--- config.mk ---
export PLATFORM = sky130hd
export DESIGN_NAME = nsp_host
export DESIGN_NICKNAME = d
export VERILOG_FILES = /design/src/nsp_pkg.sv /design/src/nsp_host.sv
export SDC_FILE = /design/constraint.sdc
export NUM_CORES = 1
export LEC_CHECK = 0
export CAP_MARGIN = 0
export CORE_MARGIN = 3
export CORE_UTILIZATION = 30
export CTS_CLUSTER_SIZE = 10
export DETAILED_ROUTE_END_ITERATION = 7
export DONT_BUFFER_PORTS = 1
export SLEW_MARGIN = 20
export SYNTH_ARGS = -nofsm -noshare
export SYNTH_HDL_FRONTEND = slang
export SYNTH_SLANG_ARGS = --single-unit
export TNS_END_PERCENT = 10
--- constraint.sdc ---
create_clock -name i_clk -period 2.71 [get_ports i_clk]
set_clock_uncertainty 0.1 [all_clocks]
set_input_delay 0.542 -clock i_clk [delete_from_list [all_inputs] [get_ports i_clk]]
set_output_delay 0.542 -clock i_clk [all_outputs]
set_load 0.01 [all_outputs]
--- src/nsp_pkg.sv ---
// constants for the nand status/program host controller
// assumes one 20 MHz clock and an asynchronous flash pin interface
// Summary of operation
// RQ1 - after the status command, every read cycle returns the status byte
// RQ2 - status byte is valid while chip select and read strobe are low
// RQ3 - status mode holds until a new command; page-read code ends it
// RQ4 - status bit 0 gives pass 0 or fail 1 for the current page
// RQ5 - status bit 1 gives previous page result during cache program; the flash model ties bit 1 to 0
// RQ6 - status bit 5 low while array busy; high when all work is done
// RQ7 - status bit 6 shows cache ready; ready_busy_n mirrors it
// RQ8 - status bit 7 is 1 when unprotected, 0 when protected
// RQ9 - status bits 2 to 4 always read zero
// RQ10 - enhanced status: command then three row cycles, allowed while busy
// RQ11 - enhanced status bits 6,5 shared; bits 1,0 per addressed plane
// RQ12 - enhanced status mode holds; read-mode code before array data output
// RQ13 - host selects output plane cache only by two-plane random read, ready
// RQ14 - host never issues enhanced status in one-time-programmable mode
// RQ15 - unique-ID page holds 16 ID bytes plus complement, sixteen copies
// RQ16 - host validates an ID copy by xor with complement, all ones
// RQ17 - host programs pages in a block in ascending order only
// RQ18 - at most four partial programs per page, no bit programmed twice
// RQ19 - program: data-input code, five address cycles, data, confirm code
// RQ20 - while programming only status and reset commands are issued
// RQ21 - random data input with new column allowed before confirm
// RQ22 - cache confirm drops busy, copies cache to data register, releases; the flash model holds busy for the whole program time
// RQ23 - later cache passes wait for the previous array program
package nsp_pkg;
  localparam logic [7:0] NSP_CMD_READ_MODE  = 8'h00;
  localparam logic [7:0] NSP_CMD_PROG_CONF  = 8'h10;
  localparam logic [7:0] NSP_CMD_CACHE_CONF = 8'h15;
  localparam logic [7:0] NSP_CMD_STATUS     = 8'h70;
  localparam logic [7:0] NSP_CMD_STATUS_ENH = 8'h78;
  localparam logic [7:0] NSP_CMD_DATA_IN    = 8'h80;
  localparam logic [7:0] NSP_CMD_RAND_IN    = 8'h85;
  localparam logic [7:0] NSP_CMD_UNIQUE_ID  = 8'hed;
  localparam logic [7:0] NSP_CMD_RESET      = 8'hff;
  // status byte bit positions
  localparam int NSP_SR_FAIL      = 0;
  localparam int NSP_SR_FAIL_PREV = 1;
  localparam int NSP_SR_ARRAY_RDY = 5;
  localparam int NSP_SR_CACHE_RDY = 6;
  localparam int NSP_SR_UNPROT    = 7;
  // software register addresses (4-bit)
  localparam logic [3:0] NSP_A_CTRL   = 4'h0;
  localparam logic [3:0] NSP_A_CMD    = 4'h1;
  localparam logic [3:0] NSP_A_ADDR   = 4'h2;
  localparam logic [3:0] NSP_A_WDATA  = 4'h3;
  localparam logic [3:0] NSP_A_RDATA  = 4'h4;
  localparam logic [3:0] NSP_A_STATUS = 4'h5;
  localparam logic [3:0] NSP_A_LAST   = 4'h6;
  // pin timing: each write strobe low phase lasts this many clocks
  localparam int NSP_PHASE_NS  = 50;
  localparam int NSP_CLK_NS    = 50;
  localparam int NSP_PHASE_CYC =
    (NSP_PHASE_NS + NSP_CLK_NS - 1) / NSP_CLK_NS;
  localparam logic [1:0] NSP_PHASE_MAX = 2'(NSP_PHASE_CYC);
  // read strobe stays low until the synced byte has settled
  localparam logic [1:0] NSP_RD_LAST   = 2'h3;
  // address cycles that follow each command code
  localparam logic [2:0] NSP_ADDR_PROG = 3'h5;
  localparam logic [2:0] NSP_ADDR_COL  = 3'h2;
  localparam logic [2:0] NSP_ADDR_ROW  = 3'h3;
  localparam logic [7:0] NSP_RST_CTRL = 8'h01;
  typedef enum logic [3:0]
  {
    NSP_IDLE  = 4'b0001,
    NSP_WLOW  = 4'b0010,
    NSP_WHIGH = 4'b0100,
    NSP_RLOW  = 4'b1000
  } nsp_state_e;
endpackage

--- src/nsp_host.sv ---
// host controller that drives nand command, address and data cycles
// assumes software issues one strobe per request and polls busy_op
`timescale 1ns/1ps
`default_nettype none
module nsp_host
  import nsp_pkg::*;
(
  input  wire logic       i_clk,
  input  wire logic       i_rstn,
  input  wire logic [3:0] i_addr,
  input  wire logic [7:0] i_wdata,
  input  wire logic       i_wr,
  input  wire logic       i_rd,
  output logic      [7:0] o_rdata,
  output logic            o_ce_n,
  output logic            o_cle,
  output logic            o_ale,
  output logic            o_we_n,
  output logic            o_read_strobe_n,
  output logic            o_wp_n,
  output logic      [7:0] o_io_out,
  output logic            o_io_oe,
  input  wire logic [7:0] i_io_in,
  input  wire logic       i_ready_busy_n
);
  nsp_state_e st_q;
  nsp_state_e st_d;
  logic [7:0] ctrl_q;
  logic [7:0] ctrl_d;
  logic [7:0] io_q;
  logic [7:0] io_d;
  logic [7:0] rdata_q;
  logic [7:0] rdata_d;
  logic [7:0] last_q;
  logic [7:0] last_d;
  // kind: 0 command, 1 address, 2 data byte
  logic [1:0] kind_q;
  logic [1:0] kind_d;
  logic [1:0] cnt_q;
  logic [1:0] cnt_d;
  logic       ce_n_q;
  logic       ce_n_d;
  logic       cle_q;
  logic       cle_d;
  logic       ale_q;
  logic       ale_d;
  logic       we_n_q;
  logic       we_n_d;
  logic       re_n_q;
  logic       re_n_d;
  logic       oe_q;
  logic       oe_d;
  logic       stat_mode_q;
  logic       stat_mode_d;
  logic [7:0] io_s1_q;
  logic [7:0] io_s2_q;
  logic [1:0] rb_s_q;
  logic [2:0] owed_q;
  logic [2:0] owed_d;
  logic       cmd_take;

  // pins come from outside the clock domain
  // the io byte is held by the flash for the whole low strobe, so
  // its bits settle long before the sampling cycle reads them
  always_ff @(posedge i_clk or negedge i_rstn)
  begin
    if (!i_rstn)
    begin
      io_s1_q <= 8'h00;
      io_s2_q <= 8'h00;
      rb_s_q  <= 2'b00;
    end
    else
    begin
      io_s1_q <= i_io_in;
      io_s2_q <= io_s1_q;
      rb_s_q  <= {rb_s_q[0], i_ready_busy_n};
    end
  end

  // commands other than status/reset are held off while busy
  function automatic logic nsp_cmd_ok(input logic [7:0] c,
                                      input logic rdy);
    nsp_cmd_ok = rdy || c == NSP_CMD_STATUS ||
                 c == NSP_CMD_STATUS_ENH || c == NSP_CMD_RESET; // [RQ20]
  endfunction

  // busy while any pin cycle is in flight
  logic busy_op;
  assign busy_op = (st_q != NSP_IDLE);

  // address cycles that each command code opens
  function automatic logic [2:0] nsp_addr_need(input logic [7:0] c);
    nsp_addr_need = 3'h0;
    if (c == NSP_CMD_DATA_IN)
      nsp_addr_need = NSP_ADDR_PROG; // [RQ19]
    else if (c == NSP_CMD_RAND_IN)
      nsp_addr_need = NSP_ADDR_COL; // [RQ21]
    else if (c == NSP_CMD_STATUS_ENH)
      nsp_addr_need = NSP_ADDR_ROW; // [RQ10]
    // other codes open no address phase
  endfunction

  // a command accepted this cycle, as the state machine sees it
  assign cmd_take = (st_q == NSP_IDLE) && i_wr && (i_addr == NSP_A_CMD) &&
                    nsp_cmd_ok(i_wdata, rb_s_q[1]);

  // one pin cycle at a time; requests while busy are dropped
  always_comb
  begin
    st_d = st_q;
    ctrl_d = ctrl_q;
    io_d = io_q;
    rdata_d = rdata_q;
    last_d = last_q;
    kind_d = kind_q;
    cnt_d = cnt_q;
    ce_n_d = ce_n_q;
    cle_d = 1'b0;
    ale_d = 1'b0;
    we_n_d = 1'b1;
    re_n_d = 1'b1;
    oe_d = 1'b0;
    stat_mode_d = stat_mode_q;
    case (st_q)
      NSP_IDLE:
      begin
        ce_n_d = ~ctrl_q[0];
        cnt_d = 2'd0;
        if (i_wr && i_addr == NSP_A_CTRL)
          ctrl_d = i_wdata;
        else if (i_wr && i_addr == NSP_A_CMD)
        begin
          // page order, partial counts, plane choice, otp use and id
          // checks are sequenced by software through this path
          // [RQ13] [RQ14] [RQ16] [RQ17] [RQ18]
          if (nsp_cmd_ok(i_wdata, rb_s_q[1]))
          begin
            st_d = NSP_WLOW;
            kind_d = 2'd0;
            io_d = i_wdata;
            last_d = i_wdata;
            // status stays selected until next command
            stat_mode_d = (i_wdata == NSP_CMD_STATUS) ||
                          (i_wdata == NSP_CMD_STATUS_ENH); // [RQ1] [RQ3] [RQ12]
          end
        end
        else if (i_wr && i_addr == NSP_A_ADDR)
        begin
          // row cycles after enhanced status use the same path [RQ10]
          st_d = NSP_WLOW;
          kind_d = 2'd1;
          io_d = i_wdata;
        end
        else if (i_wr && i_addr == NSP_A_WDATA)
        begin
          st_d = NSP_WLOW;
          kind_d = 2'd2;
          io_d = i_wdata; // one byte per write strobe [RQ19] [RQ21]
        end
        // a read of the data register starts a pin read cycle
        else if (i_rd && i_addr == NSP_A_RDATA)
          st_d = NSP_RLOW;
      end
      NSP_WLOW:
      begin
        // strobe low with the byte already on the bus
        ce_n_d = 1'b0;
        cle_d = (kind_q == 2'd0);
        ale_d = (kind_q == 2'd1);
        we_n_d = 1'b0;
        oe_d = 1'b1;
        cnt_d = cnt_q + 2'd1;
        if (cnt_q >= NSP_PHASE_MAX - 2'd1)
        begin
          st_d = NSP_WHIGH;
          cnt_d = 2'd0;
        end
      end
      NSP_WHIGH:
      begin
        // latch enables, select and data hold across the rising strobe
        ce_n_d = 1'b0;
        cle_d = (kind_q == 2'd0);
        ale_d = (kind_q == 2'd1);
        oe_d = 1'b1;
        st_d = NSP_IDLE;
      end
      NSP_RLOW:
      begin
        ce_n_d = 1'b0;
        re_n_d = 1'b0;
        cnt_d = cnt_q + 2'd1;
        // two sync stages plus one phase before sampling
        if (cnt_q == NSP_RD_LAST)
        begin
          rdata_d = io_s2_q; // status byte when in status mode [RQ2]
          st_d = NSP_IDLE;
          re_n_d = 1'b1;
        end
      end
      default: st_d = NSP_IDLE;
    endcase
  end

  // read data answers one cycle after the read strobe
  // reads are answered even while busy; writes and pin read starts are dropped
  logic [7:0] rd_word;
  always_comb
  begin
    rd_word = 8'h00;
    if (i_addr == NSP_A_CTRL)
      rd_word = ctrl_q;
    else if (i_addr == NSP_A_RDATA)
      rd_word = rdata_q;
    else if (i_addr == NSP_A_STATUS)
      rd_word = {4'h0, (owed_q != 3'h0), stat_mode_q, rb_s_q[1],
                 busy_op}; // [RQ7]
    else if (i_addr == NSP_A_LAST)
      rd_word = last_q;
  end

  logic [7:0] bus_q;
  logic [7:0] bus_d;
  always_comb
  begin
    bus_d = 8'h00;
    if (i_rd)
      bus_d = rd_word;
  end

  // address cycles still owed; software can see an unfinished sequence
  always_comb
  begin
    owed_d = owed_q;
    if (cmd_take)
      owed_d = nsp_addr_need(i_wdata);
    // surplus address writes leave the count at zero
    else if (st_q == NSP_IDLE && i_wr && i_addr == NSP_A_ADDR &&
             owed_q != 3'h0)
      owed_d = owed_q - 3'h1; // [RQ10] [RQ19] [RQ21]
  end

  always_ff @(posedge i_clk or negedge i_rstn)
  begin
    if (!i_rstn)
      owed_q <= 3'h0;
    else
      owed_q <= owed_d;
  end

  // registers only; all decisions live in the combinational blocks
  always_ff @(posedge i_clk or negedge i_rstn)
  begin
    if (!i_rstn)
    begin
      st_q <= NSP_IDLE;
      ctrl_q <= NSP_RST_CTRL;
      io_q <= 8'h00;
      rdata_q <= 8'h00;
      last_q <= 8'h00;
      kind_q <= 2'd0;
      cnt_q <= 2'd0;
      ce_n_q <= 1'b1;
      cle_q <= 1'b0;
      ale_q <= 1'b0;
      we_n_q <= 1'b1;
      re_n_q <= 1'b1;
      oe_q <= 1'b0;
      stat_mode_q <= 1'b0;
      bus_q <= 8'h00;
    end
    else
    begin
      st_q <= st_d;
      ctrl_q <= ctrl_d;
      io_q <= io_d;
      rdata_q <= rdata_d;
      last_q <= last_d;
      kind_q <= kind_d;
      cnt_q <= cnt_d;
      ce_n_q <= ce_n_d;
      cle_q <= cle_d;
      ale_q <= ale_d;
      we_n_q <= we_n_d;
      re_n_q <= re_n_d;
      oe_q <= oe_d;
      stat_mode_q <= stat_mode_d;
      bus_q <= bus_d;
    end
  end

  // every pin is a flop so no glitch reaches the flash
  assign o_rdata = bus_q;
  assign o_ce_n = ce_n_q;
  assign o_cle = cle_q;
  assign o_ale = ale_q;
  assign o_we_n = we_n_q;
  assign o_read_strobe_n = re_n_q;
  assign o_wp_n = ctrl_q[1]; // write protect pin driven from control [RQ8]
  assign o_io_out = io_q;
  assign o_io_oe = oe_q;
endmodule
`default_nettype wire

==> results.md <==
Run status:
- The flow ran to the end, and the final reports show no timing, DRC or antenna violations.

Routing:
- The detailed-route wire length is 6.659 mm.
- In the routed design, unresolved DRC markers number 0.
- The remaining antenna violation count is 0.
- The post-detailed-route via-to-cell ratio is 4.964.
- The via count is 1951.
- After detailed routing, the average wire length per cell comes to 16.94 microns.
- Before antenna repair, the detailed router went through 6 iterations.
- In this run, the number of DRC markers left after iteration 0 of detailed routing was 114.

Critical path:
- The worst setup path is captured at a flop.
- In this run the worst path has a maximum fanout of 11.
- The startpoint-to-endpoint class of the critical path is flop to flop.
- The critical path launch point type is a flop.
- The data required time at the worst endpoint is 2.85 ns.
- STA puts the critical path data arrival time at 2.53 ns.

Global routing:
- The total global-route track usage is 12.21%.
- Entering global routing, the biggest net connects 77 pins.
- The number of global-route vias before repair came to 1971.
- The global-route wire length before repair is 10.81 mm.
- The initial antenna violation count is 0.
- The global-route congestion overflow total is 0.

Floorplanning:
- The floorplan has 36 rows.
- The area of the die is 11770 sq um.
- The core area is 10000 sq um.
- The floorplan step set the die width to 108.5 microns.
- The y dimension of the die is 108.5 microns.
- The starting utilization of the core area is 31.52%.
- During I/O placement, the number of pins put on the boundary was 48.

Worst hold path:
- The class of the worst hold path is input pin to flop.

Placed design:
- At the end of routability-driven placement, the weighted congestion stood at 0.8494.
- The number of buffers added on ports is 0.
- The placed wire-length estimate after detailed placement is 4.837 mm.

Clock network:
- For the worst-skew pair, the clock arrives at the later sink with an insertion delay of 0.36 ns.
- The count of clock tree sinks is 76.
- In this run the number of H-tree levels came out at 3.
- The clock-pin slew on the worst setup and hold paths is 0.09 ns.
- After clock tree synthesis, the repair step resized 0 gates.
- The tree is rooted in a clkbuf_8.
- The clock buffer count from CTS is 9.
- The cts-stage hold buffer count is 2.
- The number of setup buffers added after CTS is 0.
- TritonCTS built the clock tree.
- Counting along the longest clock path gives a buffer depth of 2.

Synth:
- Of the total synthesized cell area, the portion taken by XOR and XNOR cells is 0.5558%.
- The synthesized instance count is 246.
- The adder-cell area share of the yosys netlist is 1.191%.
- The count of flip-flops with a built-in enable after synthesis is 0.
- The dominant combinational cell family by area after synthesis is multiplexers.
- After synthesis, the share of cell area in mux cells is 14.69%.
- The post-synthesis sequential element count is 76.
- Counting every net in the synthesized netlist gives 274.
- After Yosys synthesis, and, or, nand and nor cells account for 13.38% of the synthesized area.
- In the synthesized netlist the dominant register cell turns out to be dfrtp_1.
- After synthesis the cells add up to 3152 sq um.
- After synthesis, the mean cell area works out to 12.81 sq um.
- In the synthesized netlist the async set-or-reset flop fraction comes to 100.0%.
- The count of cell types in the netlist is 45.
- The part of the Yosys area used for sequential elements is 60.54%.
- For this run, the number of Yosys warnings is 0.
- The synthesized netlist devotes 6.987% of its cell area to compound gates.

Timing:
- Based on the critical path, the design can be clocked at up to 419.4 MHz.
- The sum of negative setup slack is 0 ns.
- Setup repair after global routing left no endpoint under its margin.
- For the finished layout, the period the worst path requires is 2.384 ns.
- The headroom to the max-slew limit is 55.56%.
- After layout, the worst path uses 87.99% of the clock period.
- The number of endpoints with negative hold slack in the final report is 0.
- The actual transition at the worst max-transition pin is 0.6641 ns.
- The setup violation total in the final timing report is 0.
- The tightest hold path in the finished design has a slack of 0.1010 ns.
- The final max-slew violation count is 0.

Finish:
- The storage element area is 1908 sq um.
- The number of antenna diodes is 0.
- The final layout contains 283 nets.
- The most common library cell in the layout ignoring fill and taps is dfrtp_1.
- The library cells used most frequently in the layout, excluding fill and tap cells, are 71 x dfrtp_1, 34 x mux2_2, 15 x nand2_1, 15 x nor2_1, 12 x inv_1.
- The multi-input gate area in the final layout is 1160 sq um.
- Cells with a size suffix above 1 make up 25.77% of the layout.
- From synthesis to final layout, the design area changed by 11.95%.
- The number of inserted filler cells in the final layout is 998.

Pwr:
- The static leakage power is 0.001551 uW.
- The total design power is 2812 uW.
- For this design the ratio of total power to cell area is 796.9 nW/um^2.
- IR analysis of the VDD net gives a maximum drop of 457.1 uV.

Run:
- Across the run, the number of max-cap violations was 0.
power by group:
group / switching [uW] / internal, uW
Combinational: 205 / 235
Clock: 471 / 356
Sequential: 188 / 1360
sequential cells by signal (all words and copies together) (netlist names), 2 cells and up:
| register | count |
|---|---|
| cnt_q | 2 |
| owed_q | 3 |
| io_s1_q | 8 |
| last_q | 8 |
| o_io_out | 8 |
| ctrl_q | 8 |
| o_rdata | 8 |
| rb_s_q | 2 |
| rdata_q | 8 |
| kind_q | 2 |
| io_s2_q | 8 |
| st_q | 4 |
metal layers:
metal / GRT usage, % / part of all wire [%]
met1: 15.56 / 44
met3: 4.418 / 6.5
met4: 4.959 / 1.9
met2: 18.84 / 47
met5: 0 / 0
metrics by stage:
stage / std cells / area [sq um] / setup WS [ns] / utilization, %
after detailed placement: 375 / 3302 / 0.3040 / 33.02
after global placement: 375 / 3302 / 0.4044 / 33.02
final: 393 / 3528 / 0.3256 / 35.29
after floorplan: 246 / 3152 / 0.5127 / -
after CTS: 393 / 3528 / 0.3369 / 35.29
after global routing: 393 / 3528 / 0.2339 / 35.29
worst paths after layout:
| path | startpoint | endpoint | slack, ns | depth (start not counted) |
|---|---|---|---|---|
| worst max-delay path | st_q[1]$_DFFE_PN0P_ | o_io_out[6]$_DFFE_PN0P_ | 0.33 | 4 |
| worst min-delay path | i_io_in[6] | io_s1_q[6]$_DFF_PN0_ | 0.10 | 0 |
| worst max register to register | st_q[1]$_DFFE_PN0P_ | o_io_out[6]$_DFFE_PN0P_ | 0.33 | 4 |
| worst min register to register | io_s1_q[3]$_DFF_PN0_ | io_s2_q[3]$_DFF_PN0_ | 0.25 | 0 |
| max in group asynchronous | i_rstn | st_q[0]$_DFFE_PN1P_ | 1.52 | 2 |
| min in group asynchronous | i_rstn | o_io_oe$_DFF_PN0_ | 0.60 | 2 |
cell usage after synthesis (3+ instances only):
cell type / number / share of area (%)
nand2_1: 15 / 1.8
nor2_1: 15 / 1.8
or3_1: 3 / 0.60
nand3_1: 3 / 0.48
o221ai_1: 4 / 1.1
mux2_2: 34 / 12
ha_1: 3 / 1.2
nand4_1: 3 / 0.60
clkbuf_1: 4 / 0.48
dfstp_2: 5 / 4.2
a211oi_1: 4 / 0.95
dfrtp_1: 71 / 56
nand3b_1: 4 / 0.95
a21oi_1: 7 / 1.1
nand2b_1: 3 / 0.60
mux2i_1: 8 / 2.5
o21ai_0: 10 / 1.6
inv_1: 12 / 1.4
nor3_1: 4 / 0.64
worst max-delay path, cell delays in order (launching register included):
cell	delay (ns)
dfrtp_1	0.53
nor4b_4	0.54
nand2_4	0.10
nor4_4	0.58
mux2_2	0.40
logic make-up (layout without fill, tap and decap cells):
logic type      Yosys count  after routing
xor+xnor                  2              2
mux                      42             42
simple gates             71             71
compound gates           33             33
fa+ha+maj                 3              3
flops                    76             76
buf+inv                  19             33
final cells by class:
cell class,instances,share of cell area [%]
Multi-Input combinational cell,151,32.87
Sequential cell,76,54.08
Timing Repair Buffer,5,1.702
Inverter,12,1.277
Clock buffer,9,3.511
Clock inverter,7,1.844
Tap cell,133,4.716
(Power assumes the default switching activity.)
